**src/core/lps_pkg.sv**
```systemverilog
// constants and types for the lcd driver power and initialisation sequencer
package lps_pkg;

  // clock and timing figures
  localparam longint unsigned CLK_FREQ_HZ     = 64'd50_000_000;
  localparam longint unsigned MS_PER_S        = 64'd1_000;
  localparam longint unsigned STAB_TIME_MS    = 64'd5;
  localparam longint unsigned SWRST_TIME_MS   = 64'd5;
  localparam longint unsigned BOOST_SETTLE_MS = 64'd40;

  // least times round up to whole cycles
  localparam longint unsigned STAB_CYCLES   = (STAB_TIME_MS * CLK_FREQ_HZ + MS_PER_S - 64'd1)
                                              / MS_PER_S;
  localparam longint unsigned SWRST_CYCLES  = (SWRST_TIME_MS * CLK_FREQ_HZ + MS_PER_S - 64'd1)
                                              / MS_PER_S;
  localparam longint unsigned SETTLE_CYCLES = (BOOST_SETTLE_MS * CLK_FREQ_HZ + MS_PER_S - 64'd1)
                                              / MS_PER_S;

  // timer width covers the longest wait
  localparam int TMR_W = 22;

  // command codes the sequencer acts upon
  localparam logic [7:0] CMD_SW_RESET      = 8'h01;
  localparam logic [7:0] CMD_BOOSTER_ON    = 8'h03;
  localparam logic [7:0] CMD_SLEEP_IN      = 8'h10;
  localparam logic [7:0] CMD_SLEEP_OUT     = 8'h11;
  localparam logic [7:0] CMD_DISPLAY_OFF   = 8'h28;
  localparam logic [7:0] CMD_DISPLAY_ON    = 8'h29;
  localparam logic [7:0] CMD_STATE_SET     = 8'hb9;
  localparam logic [7:0] CMD_INTERNAL_INIT = 8'hc6;

  // sequencer phases, gray coded along hold, stabilise, run, software reset
  typedef enum logic [1:0] {
    ST_HOLD  = 2'b00,
    ST_STAB  = 2'b01,
    ST_RUN   = 2'b11,
    ST_SWRST = 2'b10
  } lps_state_t;

endpackage

```
**src/core/lps_sequencer.sv**
```systemverilog
// device-side power and initialisation sequencer of the lcd driver
module lps_sequencer
#(
  parameter longint unsigned STAB_CYCLES   = lps_pkg::STAB_CYCLES,
  parameter longint unsigned SWRST_CYCLES  = lps_pkg::SWRST_CYCLES,
  parameter longint unsigned SETTLE_CYCLES = lps_pkg::SETTLE_CYCLES
)
(
  input  wire logic       clock_i,
  input  wire logic       rstn_i,
  input  wire logic       hw_reset_n_i,
  input  wire logic       cmd_valid_i,
  input  wire logic [7:0] cmd_byte_i,
  output logic            busy_o,
  output logic            cmd_ignored_o,
  output logic            settings_reset_o,
  output logic            init_done_o,
  output logic            state_set_o,
  output logic            osc_on_o,
  output logic            booster_on_o,
  output logic            supply_stable_o,
  output logic            display_on_o,
  output logic            display_early_o
);
  import lps_pkg::*;

  lps_state_t state_q;
  logic       cmd_take;
  logic       phase_start;
  logic       phase_done;
  logic       settle_start;
  logic       settle_clear;
  logic       settle_done;
  logic       swrst_take;
  logic [TMR_W-1:0] phase_load;
  logic       ignored_q;
  logic       settings_reset_q;
  logic       init_done_q;
  logic       state_set_q;
  logic       osc_q;
  logic       booster_q;
  logic       stable_q;
  logic       display_q;
  logic       early_q;

  // command decode shared by the timers and the flag processes
  function automatic logic took_cmd(input logic       take,
                                    input logic [7:0] code_in,
                                    input logic [7:0] code);
    return take && (code_in == code);
  endfunction

  // a command is taken only in the run phase with the reset pin released
  assign cmd_take   = cmd_valid_i && hw_reset_n_i && (state_q == ST_RUN);
  assign swrst_take = took_cmd(cmd_take, cmd_byte_i, CMD_SW_RESET);

  // phase timer loads: stabilisation after release, wait after software reset
  assign phase_start = (state_q == ST_HOLD && hw_reset_n_i) || swrst_take;
  assign phase_load  = (state_q == ST_HOLD) ? TMR_W'(STAB_CYCLES) : TMR_W'(SWRST_CYCLES);

  lps_timer u_phase_tmr
  (
    .clock_i   (clock_i),
    .rstn_i    (rstn_i),
    .start_i   (phase_start),
    .clear_i   (!hw_reset_n_i),
    .load_i    (phase_load),
    .running_o (),
    .done_o    (phase_done)
  );

  // booster settle timer restarts on each booster-on, stops with the supply
  assign settle_start = took_cmd(cmd_take, cmd_byte_i, CMD_BOOSTER_ON);
  assign settle_clear = !hw_reset_n_i || swrst_take ||
                        took_cmd(cmd_take, cmd_byte_i, CMD_SLEEP_IN);

  lps_timer u_settle_tmr
  (
    .clock_i   (clock_i),
    .rstn_i    (rstn_i),
    .start_i   (settle_start),
    .clear_i   (settle_clear),
    .load_i    (TMR_W'(SETTLE_CYCLES)),
    .running_o (),
    .done_o    (settle_done)
  );

  // phase sequencing; a low reset pin always returns to hold
  always_ff @(posedge clock_i or negedge rstn_i)
  begin
    if (!rstn_i)
      state_q <= ST_HOLD;
    else if (!hw_reset_n_i)
      state_q <= ST_HOLD;
    else
    begin
      unique case (state_q)
        ST_HOLD:  state_q <= ST_STAB;
        ST_STAB:  state_q <= phase_done ? ST_RUN : ST_STAB;
        ST_RUN:   state_q <= swrst_take ? ST_SWRST : ST_RUN;
        ST_SWRST: state_q <= phase_done ? ST_RUN : ST_SWRST;
      endcase
    end
  end

  // commands arriving outside the run phase are dropped and reported
  always_ff @(posedge clock_i or negedge rstn_i)
  begin
    if (!rstn_i)
      ignored_q <= 1'b0;
    else
      ignored_q <= cmd_valid_i && !cmd_take;
  end

  // one-cycle pulse while internal settings are returned to defaults
  always_ff @(posedge clock_i or negedge rstn_i)
  begin
    if (!rstn_i)
      settings_reset_q <= 1'b0;
    else
      settings_reset_q <= swrst_take || (state_q != ST_HOLD && !hw_reset_n_i);
  end

  // internal initialisation and internal state setting flags
  always_ff @(posedge clock_i or negedge rstn_i)
  begin
    if (!rstn_i)
    begin
      init_done_q <= 1'b0;
      state_set_q <= 1'b0;
    end
    else if (!hw_reset_n_i || swrst_take)
    begin
      init_done_q <= 1'b0;
      state_set_q <= 1'b0;
    end
    else if (cmd_take)
    begin
      if (cmd_byte_i == CMD_INTERNAL_INIT)
        init_done_q <= 1'b1;
      if (cmd_byte_i == CMD_STATE_SET)
        state_set_q <= 1'b1;
    end
  end

  // oscillator follows sleep-out and sleep-in
  always_ff @(posedge clock_i or negedge rstn_i)
  begin
    if (!rstn_i)
      osc_q <= 1'b0;
    else if (!hw_reset_n_i || swrst_take)
      osc_q <= 1'b0;
    else if (cmd_take && cmd_byte_i == CMD_SLEEP_OUT)
      osc_q <= 1'b1;
    else if (cmd_take && cmd_byte_i == CMD_SLEEP_IN)
      osc_q <= 1'b0;
  end

  // booster supply starts on booster-on, discharges on sleep-in
  always_ff @(posedge clock_i or negedge rstn_i)
  begin
    if (!rstn_i)
      booster_q <= 1'b0;
    else if (settle_clear)
      booster_q <= 1'b0;
    else if (settle_start)
      booster_q <= 1'b1;
  end

  // supply counts as stable once the settle time has run out
  always_ff @(posedge clock_i or negedge rstn_i)
  begin
    if (!rstn_i)
      stable_q <= 1'b0;
    else if (settle_clear || settle_start)
      stable_q <= 1'b0;
    else if (settle_done)
      stable_q <= 1'b1;
  end

  // display enable, with a sticky flag for switching on before the supply settled
  always_ff @(posedge clock_i or negedge rstn_i)
  begin
    if (!rstn_i)
    begin
      display_q <= 1'b0;
      early_q   <= 1'b0;
    end
    else if (!hw_reset_n_i || swrst_take)
    begin
      display_q <= 1'b0;
      early_q   <= 1'b0;
    end
    else if (cmd_take)
    begin
      if (cmd_byte_i == CMD_DISPLAY_ON)
      begin
        display_q <= 1'b1;
        if (!stable_q)
          early_q <= 1'b1;
      end
      else if (cmd_byte_i == CMD_DISPLAY_OFF || cmd_byte_i == CMD_SLEEP_IN)
        display_q <= 1'b0;
    end
  end

  // outputs
  assign busy_o           = (state_q != ST_RUN);
  assign cmd_ignored_o    = ignored_q;
  assign settings_reset_o = settings_reset_q;
  assign init_done_o      = init_done_q;
  assign state_set_o      = state_set_q;
  assign osc_on_o         = osc_q;
  assign booster_on_o     = booster_q;
  assign supply_stable_o  = stable_q;
  assign display_on_o     = display_q;
  assign display_early_o  = early_q;

  // checks on the device behaviour
  property p_swrst_clears;
    @(posedge clock_i) disable iff (!rstn_i)
    swrst_take |=> busy_o && settings_reset_o && !osc_on_o && !booster_on_o && !init_done_o;
  endproperty
  a_swrst_clears: assert property (p_swrst_clears)
    else $error("software reset left state");

  property p_swrst_busy;
    @(posedge clock_i) disable iff (!rstn_i)
    swrst_take ##1 hw_reset_n_i [*8] |-> busy_o [*8];
  endproperty
  a_swrst_busy: assert property (p_swrst_busy) else $error("busy dropped after reset");

  property p_busy_drops;
    @(posedge clock_i) disable iff (!rstn_i)
    cmd_valid_i && busy_o |=> cmd_ignored_o && !$changed(init_done_o);
  endproperty
  a_busy_drops: assert property (p_busy_drops) else $error("busy command not dropped");

  property p_init;
    @(posedge clock_i) disable iff (!rstn_i)
    cmd_take && cmd_byte_i == CMD_INTERNAL_INIT |=> init_done_o;
  endproperty
  a_init: assert property (p_init) else $error("init command had no effect");

  property p_osc;
    @(posedge clock_i) disable iff (!rstn_i)
    cmd_take && cmd_byte_i == CMD_SLEEP_OUT |=> osc_on_o;
  endproperty
  a_osc: assert property (p_osc) else $error("oscillator not started");

  property p_boost;
    @(posedge clock_i) disable iff (!rstn_i)
    settle_start && !settle_clear |=> booster_on_o && !supply_stable_o;
  endproperty
  a_boost: assert property (p_boost) else $error("booster not started");

  property p_stable_needs_boost;
    @(posedge clock_i) disable iff (!rstn_i)
    $rose(supply_stable_o) |-> booster_on_o && $past(settle_done);
  endproperty
  a_stable_needs_boost: assert property (p_stable_needs_boost)
    else $error("stable without booster");

  c_swrst:   cover property (@(posedge clock_i) disable iff (!rstn_i) swrst_take);
  c_stable:  cover property (@(posedge clock_i) disable iff (!rstn_i) $rose(supply_stable_o));
  c_display: cover property (@(posedge clock_i) disable iff (!rstn_i)
                             supply_stable_o && $rose(display_on_o));

endmodule

```
**src/core/lps_timer.sv**
```systemverilog
// one-shot down counter used for the stabilisation and settle waits
module lps_timer
(
  input  wire logic                     clock_i,
  input  wire logic                     rstn_i,
  input  wire logic                     start_i,
  input  wire logic                     clear_i,
  input  wire logic [lps_pkg::TMR_W-1:0] load_i,
  output logic                          running_o,
  output logic                          done_o
);
  import lps_pkg::*;

  logic [TMR_W-1:0] count_q;
  logic             done_q;

  // count down; clear beats start, a load of zero behaves as one cycle
  always_ff @(posedge clock_i or negedge rstn_i)
  begin
    if (!rstn_i)
    begin
      count_q <= '0;
      done_q  <= 1'b0;
    end
    else if (clear_i)
    begin
      count_q <= '0;
      done_q  <= 1'b0;
    end
    else if (start_i)
    begin
      count_q <= (load_i == '0) ? TMR_W'(1) : load_i;
      done_q  <= 1'b0;
    end
    else
    begin
      done_q <= (count_q == TMR_W'(1)); // one-cycle pulse at expiry
      if (count_q != '0)
        count_q <= count_q - TMR_W'(1);
    end
  end

  assign running_o = (count_q != '0);
  assign done_o    = done_q;

endmodule

```
**config.mk**
```make
export PLATFORM = sky130hd
export DESIGN_NAME = lps_sequencer
export DESIGN_NICKNAME = d
export VERILOG_FILES = /design/src/core/lps_pkg.sv /design/src/core/lps_sequencer.sv /design/src/core/lps_timer.sv
export SDC_FILE = /design/constraint.sdc
export NUM_CORES = 1
export LEC_CHECK = 0
export BUFFER_PORTS_ARGS = -buffer_cell sky130_fd_sc_hd__buf_4
export CORE_ASPECT_RATIO = 0.8
export CORE_MARGIN = 3
export CORE_UTILIZATION = 30
export DETAILED_ROUTE_END_ITERATION = 10
export SLEW_MARGIN = 20
export SYNTH_ARGS = -nofsm -noshare
export SYNTH_HDL_FRONTEND = slang
export SYNTH_HIERARCHICAL = 1
export SYNTH_SLANG_ARGS = --single-unit
```
**constraint.sdc**
```tcl
create_clock -name clock_i -period 2.92 [get_ports clock_i]
set_input_delay 0.146 -clock clock_i [delete_from_list [all_inputs] [get_ports clock_i]]
set_output_delay 0.146 -clock clock_i [all_outputs]
set_load 0.05 [all_outputs]
```
# Word-level counts from Yosys, hierarchy flattened
# Index checks and enable logic that the tools add are counted.
# classes
addsub	2
eq_ne	16
muxes	36
reduce_logical	34
# op_table
operator	count
two-way mux 22 bit	6
equality test 22 x 1 -> 1 bit (second input constant)	2
nonzero test 22 bit	2
subtractor 22 x 1 -> 22 bit (second input constant)	2
two-way mux 1 bit	27
equality test 8 x 5 -> 1 bit (second input constant)	2
equality test 8 x 6 -> 1 bit (second input constant)	2
equality test 8 bit (second input constant)	2
nonzero test 2 bit	7
logical AND 1 bit	9
nonzero test 3 bit	3
equality test 8 x 1 -> 1 bit (second input constant)	1
equality test 8 x 2 -> 1 bit (second input constant)	1
case mux 2 bit (4 select lines)	1
logical OR 1 bit	6
AND reduction 2 bit	3
equality test 2 bit (second input constant)	2
two-way mux 2 bit	2
inequality test 3 x 1 -> 1 bit (second input constant)	1
AND reduction 3 bit	1
equality test 2 x 1 -> 1 bit (second input constant)	1
zero test 1 bit	2
zero test 2 bit	1
inequality test 2 x 1 -> 1 bit (second input constant)	1
inequality test 2 bit (second input constant)	1
# word_totals
reg_bits	57
inputBits	12
out_inout_bits	10
word_cells	102

# Depth between registers and ports, before layout
# logic_depth
word_depth	7
depth_mapped	9

# Modules after synthesis
# Netlist, hierarchy kept.
# modules_own_cells
module	instances	cells_per_inst	area_each_um2	seq_area_each_um2
lps_timer (u_settle_tmr)	1	157	1510.2	575.6
lps_timer (u_phase_tmr)	1	161	1435.1	575.6
lps_sequencer	1	68	624.3	275.3

# Worst setup path before layout
# No wires, ideal clock.
# synth_timing
path_kind	register to register
start	register state_q[0]
end	register u_settle_tmr.count_q[11]
arrival_ps	2080
setup_slack_ps	768
path_stages_with_launch	10
path_buffers	1
path_cell_list	dfrtp_1 -> and4_1 -> nand4_1 -> o21ai_0 -> nor2_1 -> nand4b_4 -> nor2_4 -> or2_2 -> buf_6 -> nor2_1
# synth_between
elab_chain_cells	6
# synth_rtl
item	line	rtl
start: declaration	lps_sequencer.sv:27	lps_state_t state_q;
start signal: assignment	lps_sequencer.sv:99	ST_STAB: state_q <= phase_done ? ST_RUN : ST_STAB;
start signal: assignment	lps_sequencer.sv:100	ST_RUN: state_q <= swrst_take ? ST_SWRST : ST_RUN;
start signal: assignment	lps_sequencer.sv:101	ST_SWRST: state_q <= phase_done ? ST_RUN : ST_SWRST;
equality test 2 bit *	lps_sequencer.sv:54	assign cmd_take = cmd_valid_i && hw_reset_n_i && (state_q == ST_RUN);
logical AND 1 bit *	lps_sequencer.sv:54	
logical AND 1 bit	lps_sequencer.sv:50	return take && (code_in == code);
logical OR 1 bit	lps_sequencer.sv:74	assign settle_clear = !hw_reset_n_i || swrst_take ||
logical OR 1 bit *	lps_sequencer.sv:74	
via settle_clear	lps_sequencer.sv:32	logic settle_clear;
nonzero test 3 bit (no source line) / two-way mux 22 bit (equally long branches)	-	
end signal: assignment	lps_timer.sv:32	count_q <= (load_i == '0) ? TMR_W'(1) : load_i;
end signal: assignment	lps_timer.sv:39	count_q <= count_q - TMR_W'(1);
end: declaration	lps_timer.sv:14	logic [TMR_W-1:0] count_q;
# Mark *: on every way through the listed nets, which the timed path passes. The rest lies on a longest branch.
# A chain may end at the register's enable or synchronous reset.

# Worst setup path after layout
# layout_timing
start	register state_q[0]
end	register u_settle_tmr.count_q[21]
# Same word-level chain as after synthesis.

==> parameters.txt <==
Parameter                              Value

Critical path
  Worst path slowest cell    sky130_fd_sc_hd__dfrtp_1
  Worst-path fanout max    10
  Reg-to-reg critical path startpoint    state_q[0]
  Crit path launch type    flop
  Cells traversed along the worst timing path    and4_1 > nand4_1 > o21ai_0 > buf_4 > nor2_1 > nand4b_4 > nor2_4 > nor2_2 > o211a_1
  Critical Path RT    3.18 ns
  Count of buffering cells on the critical path with inverters included    1
  Endpoint arrival time on the critical path    approximately 2.5 ns
  Largest delay share family, worst path    simple AND/OR/NAND/NOR gates
  Worst Setup End Kind    flop
  Critical path startpoint    state_q[0]
  Crit Path Class    reg2reg
  Stage delay of the slowest cell on the critical path    about 0.46 ns

Yosys
  Cell Area, Synth    roughly 3600 um2
  Post-synthesis instance total    just under 400
  Post-synthesis average cell area    ~9.3 um2
  Warnings from Yosys    6

Power and ir drop
  Total net switching power    approximately 1500 uW
  Combinational group share of total power    about two fifths
  Clk pwr share    a little over a quarter
  Leakage dissipation    between 0.002 and 0.0025 uW
  Peak supply drop    286 uV
  Cell-internal power    approximately 2500 uW
  Switching share of power    37.4%
  Sequential power share    about a third
  Total chip power    3930 uW
  P per Cell Area    approximately 870 nW/um2

Timing
  Largest clock skew in the final design    0.00778 ns
  Sum of negative setup slack    0 ns
  Final worst path period need    around 2.2 ns
  Share of the clock period used by the worst path after layout    76.2%
  Worst Max-Slew Pin Slew    around 0.73 ns
  Setup repair after global routing missed its margin    no
  Count of final setup violators    0
  Normalized max-slew margin    approximately half
  Final WS setup    0.694 ns
  Hold Vio Cnt, Final    0
  Number of pins exceeding their max-slew limit in the final report    0
  Maximum operating frequency    449 MHz

Drt
  Average vias per placed instance    4.65
  Iteration count of the initial detailed-routing pass    4
  Overall routed net length    around 8300 um
  Routed length per instance    approximately 13 um
  Drt first-iter violations    about 220
  Number of remaining DRC errors    0
  Number of nets with antenna violations after routing    0
  Via count    ~3000

Die
  Die boundary width    128 um
  Initial cell density of the core    about a third
  I/O pin total    22
  Cell Rows    34
  Height of the die    103 um
  Floorplan core area    11200 um2
  Die footprint    between 10000 and 15000 um2

Place
  Final HPWL from detailed placement    5760 um
  Cell area after placement    between 4000 and 5000 um2
  Routability cong.    roughly 0.79
  Worst setup timing slack at the placement stage    approximately 0.68 ns
  Number of I/O port buffers    21

Clock network
  Maximum buffer depth of the clock tree    2
  Count of instances resized after the clock tree is built    0
  Register clock-pin slew on the reported worst setup and hold paths    roughly 0.05 ns
  Number of buffers added by the clock tree synthesis step    9
  Number of setup buffers added after CTS    0
  H-tree level count    3
  TritonCTS clock tree    yes
  Root Buffer Master    sky130_fd_sc_hd__clkbuf_16
  Worst-skew pair later-pin latency    0.32 ns
  Clock tree sinks    57

Global route
  GRT Util Overall    between 10% and 20%
  Via count of the first global-routing pass    about 2900
  Initial antenna violation count    0
  Remaining global-route overflow    0
  Largest net degree at the start of global routing    58
  Global-route wire length before repair    around 14000 um

Layout
  Filler cell count in the final layout    between 1000 and 1500
  Final std cell area, no fill    approximately 4500 um2
  Number of nets in the final layout    a little over 500
  Sequential cell area in the final layout    between 1000 and 1500 um2
  Multi-input gate area    around 2400 um2
  Area growth from synthesis to final layout    27.4%
  Share of cells above drive strength 1    approximately 15%
  Fin util    approximately two fifths
  Total inserted antenna cells    0

Worst hold path
  HP Start    cmd_valid_i
  Class of the worst hold path    in2reg

Run status
  Run status    finished, final reports clean

Flow run
  Maxcap violations    0
==> placed cells by master (no fill, tap or decap), drive strengths merged, types with 14 or more instances in the layout <==
master,count
dfrtp,57
xnor2,24
o21ai,17
clkbuf,14
xor2,14
a21oi,27
nor4,25
conb,88
nand3,17
nand2,37
nor2,45
buf,29
==> registers in the layout, summed over array words and instances (netlist names) <==
signal / count
u_phase_tmr/done_o: 1
init_done_o: 1
u_phase_tmr/count_q: 22
display_early_o: 1
booster_on_o: 1
cmd_ignored_o: 1
u_settle_tmr/count_q: 22
settings_reset_o: 1
state_set_o: 1
display_on_o: 1
state_q: 2
supply_stable_o: 1
osc_on_o: 1
u_settle_tmr/done_o: 1
==> power by group through the flow <==
stage	clock network [uW]	logic [uW]	registers [uW]
after floorplan	0	1310	1190
after global placement	0	1550	1230
after detailed placement	0	1600	1240
after CTS	1100	1620	1230
after global routing	1160	1810	1270
final	1080	1610	1240
==> cell type report <==
type	instances	share of cell area [%]
Timing Repair Buffer	30	5.02
Tap cell	144	3.97
Sequential cell	57	31.4
Clock buffer	14	6.04
Inverter	9	0.745
Multi-Input combinational cell	390	52.0
Clock inverter	2	0.772
==> repair_timing <==
action | in CTS | in global routing
hold endpoints to repair | 57 | 0
endpoints found under the setup margin | 0 | 0
hold buffers | 1 | 0
==> stage by stage <==
step / hold slack (ns) / instances
after floorplan: -0.150 / 471
after global placement: 0.260 / 629
after detailed placement: 0.268 / 629
after CTS: 0.0718 / 646
after global routing: 0.0703 / 646
final: 0.0751 / 646
==> layer usage <==
layer	part of all wire [%]	routed length, um	vias to the layer above	track usage (%)
li1	-	-	1527	-
met1	51	4250	1437	19.2
met2	44	3670	37	20.8
met3	3.6	298	2	3.64
met4	0.57	47	0	4.00
met5	0	0	-	0
==> worst paths after layout <==
kind                                       endpoint  slack (ns)  cells past startpoint
max in group asynchronous           display_early_o        2.00                      2
max reg2reg                u_settle_tmr/count_q[21]        0.69                      9
min                                   cmd_ignored_o        0.08                      2
min in group asynchronous  u_settle_tmr/count_q[11]        0.43                      2
min reg2reg                             state_set_o        0.50                      2
max                        u_settle_tmr/count_q[21]        0.69                      9
Power figures use the tool's default switching activity.
